$ cat src/logic/aasy_regs.svh
// Register offsets, field positions and timing counts of the axis alarm and synchronous start block
`ifndef AASY_REGS_SVH
`define AASY_REGS_SVH

// ==========================================================
// Register offsets (byte addresses)
`define AASY_OFS_ENV1      8'h00
`define AASY_OFS_MODE      8'h04
`define AASY_OFS_CMD       8'h08
`define AASY_OFS_IRQ_EN    8'h0C
`define AASY_OFS_IRQ_CAUSE 8'h10
`define AASY_OFS_SUBSTAT   8'h14
`define AASY_OFS_STOPCAUSE 8'h18
`define AASY_OFS_EXTSTAT   8'h1C
`define AASY_OFS_SPEED     8'h20

// ==========================================================
// Field positions
`define AASY_ENV1_ALM_STOP   8
`define AASY_ENV1_ALM_POL    9
`define AASY_ENV1_START_EDGE 18
`define AASY_ENV1_ALM_FILT   26
`define AASY_MODE_START_LO   18
`define AASY_IRQ_START_EN    18
`define AASY_IRQ_START_CAUSE 19
`define AASY_SUB_ALARM       11
`define AASY_STOP_ALARM      7
`define AASY_EXT_START_LEVEL 5
`define AASY_SPEED_HIGH      0

// ==========================================================
// Codes and reset values
`define AASY_START_WAIT_CODE 2'h1
`define AASY_CMD_START       8'h50
`define AASY_CMD_STOP_NOW    8'h49
`define AASY_CMD_SYNC_START  8'h06
`define AASY_OPST_IDLE       4'h0
`define AASY_OPST_WAIT_START 4'h2
`define AASY_OPST_RUN        4'h1
`define AASY_OPST_DECEL      4'h3
`define AASY_ENV1_RESET      32'h0000_0000

// ==========================================================
// Timing: period and figures in ns, counts in cycles
`define AASY_CLK_NS          4
`define AASY_ALM_FILT_NS     320
`define AASY_ALM_FILT_CYC    ((`AASY_ALM_FILT_NS + `AASY_CLK_NS - 1) / `AASY_CLK_NS)
`define AASY_ALM_RAW_CYC     2
`define AASY_SYNC_PULSE_CYC  8
`define AASY_DECEL_CYC       16

`endif

$ cat src/logic/aasy_pkg.sv
// Types shared by the axis alarm and synchronous start block
package aasy_pkg;
	typedef enum logic [1:0] {
		AASY_IDLE  = 2'h0,
		AASY_WAIT  = 2'h1,
		AASY_RUN   = 2'h2,
		AASY_DECEL = 2'h3
	} aasy_state_e;
	typedef logic [7:0]  aasy_addr_t;
	typedef logic [31:0] aasy_data_t;
endpackage : aasy_pkg

$ cat src/logic/aasy_filt_if.sv
// Interface between the axis core and the alarm filter
`timescale 1ns/1ns
interface aasy_filt_if;
	logic raw;
	logic filt_on;
	logic active;
	modport core (output raw, output filt_on, input active);
	modport filt (input raw, input filt_on, output active);
endinterface : aasy_filt_if

$ cat src/logic/aasy_axis.sv
// Axis alarm handling and synchronous start logic
// Overview of operation
// - Active alarm during a constant-speed run stops output pulses at once.
// - Stop-method bit: 0 immediate, 1 decelerate only after high speed start.
// - Alarm active when start is written: no pulses for that start.
// - Alarm recognised after 80 cycles filtered, 2 cycles unfiltered.
// - Config bit 26 enables the alarm filter; short pulses are ignored.
// - Config bit 9 sets alarm polarity: 0 low-active, 1 high-active.
// - Sub-status bit 11 shows the alarm is active.
// - Stop-cause bit 7 marks a stop caused by the alarm.
// - Start mode 01 at bits 18-19 starts feeding when start line low.
// - Start line is always active low.
// - Start-line event interrupt sets cause bit and interrupt output.
// - Extension status shows waiting state and start line level.
// - Synchronous start command pulls the line low for 8 cycles.
// - Start line only pulled down, open-collector style.
// - Level or edge trigger; level mode starts at once if line already low.
// - Own start command still starts the axis independently.
// - Immediate stop command 49h cancels the waiting state.
// - All waiting axes start in the same cycle, three clock edges after the line activates, through the synchroniser.
// - Config bit 18 selects trigger: 0 level, 1 edge.
// - Operation state reads 0010 while waiting for the start line.
`timescale 1ns/1ns
`include "aasy_regs.svh"
module aasy_axis
	import aasy_pkg::*;
#(
	parameter int SYNC_PULSE_CYC = `AASY_SYNC_PULSE_CYC,
	parameter int DECEL_CYC      = `AASY_DECEL_CYC
) (
	input  wire logic            MCLK,
	input  wire logic            RSTN,
	input  wire aasy_pkg::aasy_addr_t ADDR,
	input  wire aasy_pkg::aasy_data_t WDATA,
	input  wire logic            WR,
	input  wire logic            RD,
	output aasy_pkg::aasy_data_t RDATA,
	input  wire logic            ALARM_IN,
	input  wire logic            START_LINE_I,
	output logic                 START_LINE_O,
	output logic                 START_LINE_OE,
	output logic                 PULSE_EN,
	output logic                 INT_N
);
	import aasy_pkg::*;

	initial begin
		if (SYNC_PULSE_CYC < 1 || SYNC_PULSE_CYC > 255 || DECEL_CYC < 1 || DECEL_CYC > 65535)
			$error("bad timing parameters");
	end

	aasy_state_e state;
	aasy_state_e next_state;
	logic [31:0] env1;
	logic [1:0]  start_mode;
	logic        irq_start_en;
	logic        irq_start_cause;
	logic        speed_high;
	logic        stop_alarm;
	logic        alarm_act;
	logic        sl_s1;
	logic        sl_s2;
	logic        sl_prev;
	logic        line_low;
	logic        line_fall;
	logic        trig;
	logic [7:0]  sync_cnt;
	logic [15:0] decel_cnt;
	logic        wr_cmd;
	logic        cmd_start;
	logic        cmd_stop;
	logic        cmd_sync;
	logic [3:0]  op_state;

	aasy_filt_if fif ();

	// ==========================================================
	// Alarm qualification
	assign fif.raw     = ALARM_IN ~^ env1[`AASY_ENV1_ALM_POL];
	assign fif.filt_on = env1[`AASY_ENV1_ALM_FILT];
	assign alarm_act   = fif.active;

	aasy_alarm_filt u_filt (
		.clk   (MCLK),
		.rst_n (RSTN),
		.fi    (fif)
	);

	// ==========================================================
	// Start line synchroniser and trigger
	always_ff @(posedge MCLK or negedge RSTN) begin
		if (!RSTN) begin
			sl_s1   <= 1'b1;
			sl_s2   <= 1'b1;
			sl_prev <= 1'b1;
		end else begin
			sl_s1   <= START_LINE_I;
			sl_s2   <= sl_s1;
			sl_prev <= sl_s2;
		end
	end

	assign line_low  = !sl_s2;
	assign line_fall = sl_prev && !sl_s2;
	assign trig      = env1[`AASY_ENV1_START_EDGE] ? line_fall : line_low;

	// ==========================================================
	// Register writes
	assign wr_cmd    = WR && (ADDR == `AASY_OFS_CMD);
	assign cmd_start = wr_cmd && (WDATA[7:0] == `AASY_CMD_START);
	assign cmd_stop  = wr_cmd && (WDATA[7:0] == `AASY_CMD_STOP_NOW);
	assign cmd_sync  = wr_cmd && (WDATA[7:0] == `AASY_CMD_SYNC_START);

	always_ff @(posedge MCLK or negedge RSTN) begin
		if (!RSTN) begin
			env1         <= `AASY_ENV1_RESET;
			start_mode   <= 2'h0;
			irq_start_en <= 1'b0;
			speed_high   <= 1'b0;
		end else if (WR) begin
			unique case (ADDR)
				`AASY_OFS_ENV1:   env1         <= WDATA;
				`AASY_OFS_MODE:   start_mode   <= WDATA[`AASY_MODE_START_LO+1:`AASY_MODE_START_LO];
				`AASY_OFS_IRQ_EN: irq_start_en <= WDATA[`AASY_IRQ_START_EN];
				`AASY_OFS_SPEED:  speed_high   <= WDATA[`AASY_SPEED_HIGH];
				default: ;
			endcase
		end
	end

	// ==========================================================
	// Axis state machine
	always_comb begin
		next_state = state;
		unique case (state)
			AASY_IDLE: begin
				if (cmd_start && !alarm_act) begin
					if (start_mode == `AASY_START_WAIT_CODE)
						next_state = AASY_WAIT;
					else
						next_state = AASY_RUN;
				end
			end
			AASY_WAIT: begin
				if (cmd_stop)
					next_state = AASY_IDLE;
				else if (alarm_act)
					next_state = AASY_IDLE;
				else if (trig)
					next_state = AASY_RUN;
			end
			AASY_RUN: begin
				if (cmd_stop)
					next_state = AASY_IDLE;
				else if (alarm_act) begin
					if (env1[`AASY_ENV1_ALM_STOP] && speed_high)
						next_state = AASY_DECEL;
					else
						next_state = AASY_IDLE;
				end
			end
			AASY_DECEL: begin
				if (cmd_stop || decel_cnt == 16'h0000)
					next_state = AASY_IDLE;
			end
		endcase
	end

	always_ff @(posedge MCLK or negedge RSTN) begin
		if (!RSTN) state <= AASY_IDLE;
		else       state <= next_state;
	end

	always_ff @(posedge MCLK or negedge RSTN) begin
		if (!RSTN)
			decel_cnt <= 16'h0000;
		else if (state == AASY_RUN)
			decel_cnt <= 16'(DECEL_CYC - 1);
		else if (state == AASY_DECEL && decel_cnt != 16'h0000)
			decel_cnt <= decel_cnt - 16'h0001;
	end

	assign PULSE_EN = (state == AASY_RUN) || (state == AASY_DECEL);

	// ==========================================================
	// Stop cause
	always_ff @(posedge MCLK or negedge RSTN) begin
		if (!RSTN)
			stop_alarm <= 1'b0;
		else if ((state == AASY_RUN || state == AASY_DECEL) && next_state == AASY_IDLE)
			stop_alarm <= alarm_act && !cmd_stop;
		else if (cmd_start)
			stop_alarm <= alarm_act;
	end

	// ==========================================================
	// Synchronous start pulse, pull-down only
	always_ff @(posedge MCLK or negedge RSTN) begin
		if (!RSTN)
			sync_cnt <= 8'h00;
		else if (cmd_sync)
			sync_cnt <= 8'(SYNC_PULSE_CYC);
		else if (sync_cnt != 8'h00)
			sync_cnt <= sync_cnt - 8'h01;
	end

	assign START_LINE_O  = 1'b0;
	assign START_LINE_OE = (sync_cnt != 8'h00);

	// ==========================================================
	// Event interrupt, set wins over the clear by writing one to the cause bit
	always_ff @(posedge MCLK or negedge RSTN) begin
		if (!RSTN)
			irq_start_cause <= 1'b0;
		else if (irq_start_en && line_fall)
			irq_start_cause <= 1'b1;
		else if (WR && ADDR == `AASY_OFS_IRQ_CAUSE && WDATA[`AASY_IRQ_START_CAUSE])
			irq_start_cause <= 1'b0;
	end

	assign INT_N = !irq_start_cause;

	// ==========================================================
	// Read data
	always_comb begin
		unique case (state)
			AASY_WAIT:  op_state = `AASY_OPST_WAIT_START;
			AASY_RUN:   op_state = `AASY_OPST_RUN;
			AASY_DECEL: op_state = `AASY_OPST_DECEL;
			default:    op_state = `AASY_OPST_IDLE;
		endcase
	end

	always_ff @(posedge MCLK or negedge RSTN) begin
		if (!RSTN)
			RDATA <= 32'h0000_0000;
		else begin
			RDATA <= 32'h0000_0000;
			if (RD) begin
				unique case (ADDR)
					`AASY_OFS_MODE:      RDATA[`AASY_MODE_START_LO+1:`AASY_MODE_START_LO] <= start_mode;
					`AASY_OFS_IRQ_EN:    RDATA[`AASY_IRQ_START_EN] <= irq_start_en;
					`AASY_OFS_IRQ_CAUSE: RDATA[`AASY_IRQ_START_CAUSE] <= irq_start_cause;
					`AASY_OFS_SUBSTAT:   RDATA[`AASY_SUB_ALARM] <= alarm_act;
					`AASY_OFS_STOPCAUSE: RDATA[`AASY_STOP_ALARM] <= stop_alarm;
					`AASY_OFS_EXTSTAT: begin
						RDATA[3:0] <= op_state;
						RDATA[`AASY_EXT_START_LEVEL] <= line_low;
					end
					`AASY_OFS_SPEED:     RDATA[`AASY_SPEED_HIGH] <= speed_high;
					default: ;
				endcase
			end
		end
	end

	// ==========================================================
	// Assertions
	a_alarm_immediate_stop: assert property (@(posedge MCLK) disable iff (!RSTN)
		(state == AASY_RUN && alarm_act && !env1[`AASY_ENV1_ALM_STOP]) |=> !PULSE_EN)
		else $error("alarm did not stop axis immediately");

	a_alarm_decel_stop: assert property (@(posedge MCLK) disable iff (!RSTN)
		(state == AASY_RUN && alarm_act && !cmd_stop && env1[`AASY_ENV1_ALM_STOP] && speed_high)
		|=> state == AASY_DECEL)
		else $error("decelerating stop not taken");

	a_start_blocked_alarm: assert property (@(posedge MCLK) disable iff (!RSTN)
		(state == AASY_IDLE && cmd_start && alarm_act) |=> !PULSE_EN)
		else $error("pulses after start during alarm");

	a_sync_pulse_len: assert property (@(posedge MCLK) disable iff (!RSTN)
		(cmd_sync && sync_cnt == 8'h00) |=> START_LINE_OE [*8] ##1 (!START_LINE_OE || $past(cmd_sync)))
		else $error("sync start pulse not eight cycles");

	a_pull_down_only: assert property (@(posedge MCLK) disable iff (!RSTN)
		START_LINE_OE |-> !START_LINE_O)
		else $error("start line driven high");

	a_wait_stop_cancel: assert property (@(posedge MCLK) disable iff (!RSTN)
		(state == AASY_WAIT && cmd_stop) |=> state == AASY_IDLE)
		else $error("stop did not cancel wait");

	a_wait_level_start: assert property (@(posedge MCLK) disable iff (!RSTN)
		(state == AASY_WAIT && !env1[`AASY_ENV1_START_EDGE] && line_low && !alarm_act && !cmd_stop)
		|=> PULSE_EN)
		else $error("waiting axis did not start on line");

	a_wait_code: assert property (@(posedge MCLK) disable iff (!RSTN)
		(state == AASY_WAIT && RD && ADDR == `AASY_OFS_EXTSTAT) |=> RDATA[3:0] == `AASY_OPST_WAIT_START)
		else $error("wait code wrong");

	a_int_follows_cause: assert property (@(posedge MCLK) disable iff (!RSTN)
		(irq_start_en && line_fall) |=> !INT_N)
		else $error("start line interrupt missing");

	a_alarm_status_bit: assert property (@(posedge MCLK) disable iff (!RSTN)
		(RD && ADDR == `AASY_OFS_SUBSTAT) |=> RDATA[`AASY_SUB_ALARM] == $past(alarm_act))
		else $error("alarm status bit wrong");

	a_stop_cause_alarm: assert property (@(posedge MCLK) disable iff (!RSTN)
		((state == AASY_RUN || state == AASY_DECEL) && next_state == AASY_IDLE && alarm_act && !cmd_stop)
		|=> stop_alarm)
		else $error("alarm stop not recorded");

	a_wait_entry: assert property (@(posedge MCLK) disable iff (!RSTN)
		(state == AASY_IDLE && cmd_start && !alarm_act && start_mode == `AASY_START_WAIT_CODE)
		|=> state == AASY_WAIT)
		else $error("start in wait mode did not wait");

	a_own_start: assert property (@(posedge MCLK) disable iff (!RSTN)
		(state == AASY_IDLE && cmd_start && !alarm_act && start_mode != `AASY_START_WAIT_CODE) |=> PULSE_EN)
		else $error("own start command ignored");

	a_idle_no_pulse: assert property (@(posedge MCLK) disable iff (!RSTN)
		(state == AASY_IDLE && !cmd_start) |=> !PULSE_EN)
		else $error("axis started without command");

	a_alarm_wait_exit: assert property (@(posedge MCLK) disable iff (!RSTN)
		(state == AASY_WAIT && alarm_act && !cmd_stop) |=> state == AASY_IDLE)
		else $error("waiting axis kept waiting during alarm");

	a_edge_needs_fall: assert property (@(posedge MCLK) disable iff (!RSTN)
		(state == AASY_WAIT && env1[`AASY_ENV1_START_EDGE] && !line_fall) |=> state != AASY_RUN)
		else $error("edge mode started without falling edge");

	a_line_level_status: assert property (@(posedge MCLK) disable iff (!RSTN)
		(RD && ADDR == `AASY_OFS_EXTSTAT) |=> RDATA[`AASY_EXT_START_LEVEL] == $past(line_low))
		else $error("start line level status wrong");

	a_start_line_sync: assert property (@(posedge MCLK) disable iff (!RSTN)
		($past(RSTN, 1) && $past(RSTN, 2)) |-> line_low == !$past(START_LINE_I, 2))
		else $error("start line not seen through two flip-flops");

	a_int_clear: assert property (@(posedge MCLK) disable iff (!RSTN)
		(WR && ADDR == `AASY_OFS_IRQ_CAUSE && WDATA[`AASY_IRQ_START_CAUSE] && !(irq_start_en && line_fall))
		|=> INT_N)
		else $error("interrupt cause not cleared");

	a_decel_run_out: assert property (@(posedge MCLK) disable iff (!RSTN)
		(state == AASY_DECEL && decel_cnt == 16'h0000) |=> state == AASY_IDLE)
		else $error("deceleration did not end");
endmodule : aasy_axis

$ cat src/logic/aasy_alarm_filt.sv
// Alarm input synchroniser and width filter
`timescale 1ns/1ns
`include "aasy_regs.svh"
module aasy_alarm_filt #(
	parameter int FILT_CYC = `AASY_ALM_FILT_CYC,
	parameter int RAW_CYC  = `AASY_ALM_RAW_CYC
) (
	input wire logic      clk,
	input wire logic      rst_n,
	aasy_filt_if.filt     fi
);
	localparam int CW = $clog2(FILT_CYC + 1);
	logic          sync1;
	logic          sync2;
	logic [CW-1:0] cnt;
	logic [CW-1:0] need;

	initial begin
		if (FILT_CYC < 2 || RAW_CYC < 2 || RAW_CYC > FILT_CYC) $error("bad filter counts");
	end

	// ==========================================================
	// Synchroniser
	always_ff @(posedge clk or negedge rst_n) begin
		if (!rst_n) begin
			sync1 <= 1'b0;
			sync2 <= 1'b0;
		end else begin
			sync1 <= fi.raw;
			sync2 <= sync1;
		end
	end

	// ==========================================================
	// Width qualifier: active after FILT_CYC (filter on) or RAW_CYC cycles of steady level, counting the synchroniser
	assign need = fi.filt_on ? CW'(FILT_CYC - 2) : CW'(RAW_CYC - 2);

	always_ff @(posedge clk or negedge rst_n) begin
		if (!rst_n) begin
			cnt       <= '0;
			fi.active <= 1'b0;
		end else if (sync2 == fi.active) begin
			cnt <= '0;
		end else if (cnt >= need) begin
			cnt       <= '0;
			fi.active <= sync2;
		end else begin
			cnt <= cnt + 1'b1;
		end
	end

	a_filter_short_pulse: assert property (@(posedge clk) disable iff (!rst_n)
		$rose(fi.active) |-> $past(sync2, 1))
		else $error("alarm qualified without steady input");
endmodule : aasy_alarm_filt

$ cat config.mk
export PLATFORM = sky130hd
export DESIGN_NAME = aasy_axis
export DESIGN_NICKNAME = d
export VERILOG_FILES = /design/src/logic/aasy_pkg.sv /design/src/logic/aasy_filt_if.sv /design/src/logic/aasy_axis.sv /design/src/logic/aasy_alarm_filt.sv
export VERILOG_INCLUDE_DIRS = /design/src /design/src/logic
export SDC_FILE = /design/constraint.sdc
export NUM_CORES = 1
export LEC_CHECK = 0
export BUFFER_PORTS_ARGS = -buffer_cell sky130_fd_sc_hd__buf_2
export CAP_MARGIN = 10
export CORE_MARGIN = 4
export CORE_UTILIZATION = 53
export DETAILED_ROUTE_END_ITERATION = 10
export PLACE_DENSITY = 0.8
export SLEW_MARGIN = 20
export SYNTH_ARGS = -nofsm -noshare
export SYNTH_HDL_FRONTEND = slang
export SYNTH_HIERARCHICAL = 1
export SYNTH_SLANG_ARGS = --single-unit
$ cat constraint.sdc
create_clock -name MCLK -period 2.5 [get_ports MCLK]
set_input_delay 0.375 -clock MCLK [delete_from_list [all_inputs] [get_ports MCLK]]
set_output_delay 0.375 -clock MCLK [all_outputs]
set_load 0.01 [all_outputs]
Word level (Yosys, flattened, before mapping):

Cells that the tools add are included.

* reduce and logical (&&, ||, !) cells: 34
* add/sub/neg operators: 3
* bitwise operators: 2
* $lt $le $gt $ge: 1
* equality and inequality tests: 16
* multiplexer cells: 35

Operators by type and width (number)
* $eq 8x5->1 const B: 4
* $mux 16: 2
* $mux 2: 11
* $mux 7: 3
* $eq 8x3->1 const B: 2
* $eq 8x4->1 const B: 2
* $eq 8x7->1 const B: 2
* $logic_not 16->1: 1
* $mux 8: 2
* $reduce_bool 16->1: 1
* $sub 16x1->16 const B: 1
* $logic_and 1x1->1: 13
* $mux 1: 12
* $reduce_and 2->1: 5
* $eq 8x6->1 const B: 1
* $logic_not 8->1: 1
* $pmux 2 s4: 1
* $reduce_bool 2->1: 4
* $reduce_bool 8->1: 1
* $sub 8x1->8 const B: 1
* $add 7x1->7 const B: 1
* $ge 7x7->1: 1
* $pmux 1 s2: 3
* $pmux 2 s3: 1
* other kinds (8): 15

* bits in registers: 81
* output and inout bits: 36
* bits of input ports: 46
* logic and storage cells: 108

Depth between registers and ports, before layout:

* word-level depth: 10
* gate-level depth with buffers: 8
* gate-level depth less buffers: 8

Modules after synthesis:

Netlist, hierarchy kept.

By module, submodules not included
* aasy_axis: seq. area each 1154.9 µm², cells each 251, area each 2522.4 µm², times used 1
* aasy_alarm_filt: seq. area each 250.2 µm², cells each 49, area each 584.3 µm², times used 1

Worst setup path before layout:

OpenSTA, ideal clock, no wires.

* path type: reg-to-reg
* start point: reg sync_cnt[0]
* end point: reg sync_cnt[2]
* path slack: 0.553 ns
* data required time: 2.365 ns
* setup time: 0.135 ns
* path buffers: 0
* cell stages (with the launch flop): 9
* arrival: 1.812 ns
* path through: dfrtp_1 > inv_1 > ha_1 > or3b_2 > nor3_2 > inv_1 > nand2_1 > mux2_2 > nor2_1

RTL lines
* from (decl): RTL line aasy_axis.sv:67 `logic [7:0] sync_cnt;`
* from (signal assigned): RTL line aasy_axis.sv:202 `sync_cnt <= 8'(SYNC_PULSE_CYC);`
* from (signal assigned): RTL line aasy_axis.sv:204 `sync_cnt <= sync_cnt - 8'h01;`
* $reduce_bool 8->1
* net START_LINE_OE: RTL line aasy_axis.sv:41 `output logic START_LINE_OE,`
* $reduce_bool 2->1 (no line)

The timed path passes the listed nets, and every way through them passes these cells. The select of a mux whose other input is x is not followed.
A chain may end at the register's enable or synchronous reset.

Worst setup path in the final report:

* start point: reg sync_cnt[0]
* end point: out START_LINE_OE

* cells in the longest elaborated chain, start to end: 1

RTL lines
* $reduce_bool 8->1: RTL line aasy_axis.sv:208 `assign START_LINE_OE = (sync_cnt != 8'h00);`
* to (decl): RTL line aasy_axis.sv:41

No other way between the ends.

==> flow_summary.toml <==
[final_layout]
nFillCells = 480
final-seq-area_mm2 = 0.00141
multi_input_area_mm2 = 0.00154
syn_to_final_growth_pct = 9.02
diodes = 0
nets = 394
finalInstanceArea_mm2 = 0.00339
drive_gt1_frac = 0.234

[floorplanning]
core_area_mm2 = 0.00561
die_h_um = 84.6
rows = 27
dieArea_mm2 = 0.00715
start_util = 0.554
io_pins = 82
die_w_um = 84.6

[sta]
worst_pin_slew_ns = 0.693
rsz0062_at_grt = "false"
period_needed_ns = 2.38
final-hold-violation-count = 0
whs_ns = 0.159
skew_ns = 0.00447
relSlewSlack = 0.531
finalMaxSlewViolations = 0
finalSetupViolations = 0
setup_tns_ns = 0
fmax_ghz = 0.420
finalCritPeriodShare = 0.952

[setup_path]
required_ns = 2.12
crit_path_end = "START_LINE_OE"
reg2reg_from = "decel_cnt[0]"
crit_path_start_kind = "flop"
rr_endpoint = "state[0]"
crit_path_end_kind = "primary output"
critical_path_arrival_ns = 2.01
critPathKind = "flop to primary output"
rr_worst_depth = 7
reg2reg_setup_slack_ns = 0.42
cp_max_fo = 5
crit_start = "sync_cnt[0]"

[clocking]
cts_root_buf = "clkbuf_8"
cts_tree = "yes"
ctsResizeCount = 0
postCtsSetupRepairBufs = 0
clkSinkCount = 56
cts_buffers = 5
insertion_delay_ns = 0.31
ctsHoldBuffers = 0
h-tree-depth = 2
clk_path_buf_depth = 2
path_clk_slew_ns = 0.09

[run]
drv_cap = 0

[placed_design]
portBuffers = 36
gp_congestion = 0.847
dp.final_hpwl_mm = 4.47
dpl_cell_area_mm2 = 0.00328

[global_routing]
grt_pass1_wl_mm = 10.2
antenna_found_initial = 0
grtUsageTotal = 0.173
grt_pass1_vias = 2229
gr-total-overflow = 0
grt_max_degree = 57

[drt]
drt_first_pass_iters = 4
drt_iter0_drc = 138
ant_nets = 0
routed_wl_mm = 5.93
detail_route.wl_per_cell_um = 14.3
vias = 2258
drc_errors = 0
via_per_inst = 5.45

[synthesis]
ys_warn_count = 6
syn_area_mm2 = 0.00311
seq_area_frac_synth = 0.452
yosysUniqueCellTypes = 57
synth_area_per_cell_um2 = 10.4
synth-edff-count = 0
synth_top_flop_cell = "dfrtp_1"
synthArstFlopShare = 1.00
syn_inst = 300
synth-seq-cells = 56

[min_path]
min-delay-path-class = "input port to flop"
hold_path_depth = 1

[pwr]
ir_worst_vdd_mv = 0.294
total_power_mw = 1.76
p_leak_nw = 1.58
power.density_mw_per_mm2 = 519

[outcome]
status = "complete, no violations"
-- worst min path at each step --
stage,startpoint,to
2_1_floorplan,RSTN,RDATA[0]
3_3_place_gp,u_filt/sync1,u_filt/sync2
3_5_place_dp,u_filt/sync1,u_filt/sync2
4_1_cts,START_LINE_I,sl_s1
5_1_grt,START_LINE_I,sl_s1
6_report,START_LINE_I,sl_s1
-- power by group --
group	internal [mW]	switching [mW]	total [mW]
Sequential	0.946	0.0426	0.989
Clock	0.298	0.284	0.582
Combinational	0.0728	0.113	0.186
-- sequential cells by signal, indices dropped and copies added, names as in the netlist --
| signal | flops |
|---|---|
| irq_start_en | 1 |
| irq_start_cause | 1 |
| env1 | 4 |
| start_mode | 2 |
| speed_high | 1 |
| sl_s2 | 1 |
| u_filt/sync1 | 1 |
| sync_cnt | 8 |
| state | 2 |
| u_filt/sync2 | 1 |
| u_filt/cnt | 7 |
| decel_cnt | 16 |
| sl_s1 | 1 |
| RDATA | 7 |
| u_filt/fi.active | 1 |
| stop_alarm | 1 |
| sl_prev | 1 |
-- cell families after synthesis --
| family | Yosys count | synth area share |
|---|---|---|
| muxes | 14 | 0.0491 |
| AOI/OAI and AO/OA | 40 | 0.0983 |
| xor gates and xnor gates | 13 | 0.0366 |
| buffers and inverters | 41 | 0.0834 |
| and+or+nand+nor | 128 | 0.251 |
| DFF | 56 | 0.452 |
| adders and majority gates | 7 | 0.0282 |
| other | 1 | 0.00121 |
-- cells in the mapped netlist (all sizes together), types with 6 or more instances --
library cell | instances | area share
nand2 | 24 | 0.029
ha | 7 | 0.028
o211ai | 6 | 0.014
nor4 | 7 | 0.014
nor2 | 19 | 0.023
dfrtp | 53 | 0.43
buf | 27 | 0.066
mux2 | 10 | 0.036
o21ai | 9 | 0.014
xnor2 | 7 | 0.020
xor2 | 6 | 0.017
nor3 | 13 | 0.036
nand3 | 16 | 0.027
inv | 10 | 0.012
nand4 | 6 | 0.012
-- cell usage in the layout (no fill, tap or decap), types with 2 or more instances in the layout --
cell       instances
o31a_1             2
or4_1              3
mux2_2            10
o2bb2ai_1          2
nand3_1           15
and2_1             2
mux2i_1            4
nand3b_1           2
or3b_2             3
or3_1              5
nor2_1            19
buf_2             36
nand2_1           24
nor2b_1            5
o31ai_1            3
o21ai_0            9
buf_4              4
xnor2_1            7
nor3b_1            3
nand2b_1           5
a211oi_1           2
nor3_1             5
clkbuf_8           5
a21oi_1            3
nor3_2             7
conb_1            26
nor4_1             7
nand4_1            6
ha_1               7
o211ai_1           6
a211oi_2           2
nor3b_2            2
xor2_1             6
and3_1             4
inv_1             10
nand4b_1           2
dfrtp_1           53
o311ai_0           2
dfstp_2            3
-- metrics by stage --
stage | utilization | setup slack (ns) | instances
after floorplan | - | 0.553 | 325
after global placement | 0.585 | 0.438 | 406
after detailed placement | 0.585 | 0.405 | 406
after CTS | 0.604 | 0.122 | 414
after global routing | 0.604 | 0.0435 | 414
final | 0.604 | 0.119 | 414
-- worst max-delay path: stages, from the launching register on --
cell and delay [ns]:
dfrtp_1 0.40, inv_1 0.10, ha_1 0.21, or3b_2 0.52
nor3_2 0.20, inv_1 0.11, buf_2 0.15
-- layer usage --
layer / vias up / global-route usage / routed length (um) / share of wire
met2: 72 / 0.273 / 2710 / 0.46
met5: - / 0 / 0 / 0
met4: 0 / 0.0446 / 90 / 0.015
met3: 6 / 0.0353 / 377 / 0.064
li1: 1111 / - / - / -
met1: 1069 / 0.243 / 2760 / 0.46
-- layout make-up --
cell class	instances	area share
clock buffers	6	0.0214
clock inverters	2	0.0103
inverters	10	0.0111
multi-input cells	228	0.454
flip-flops and latches	56	0.415
well taps	72	0.0266
repair buffers	40	0.0621
Power figures use the tool's default switching activity.
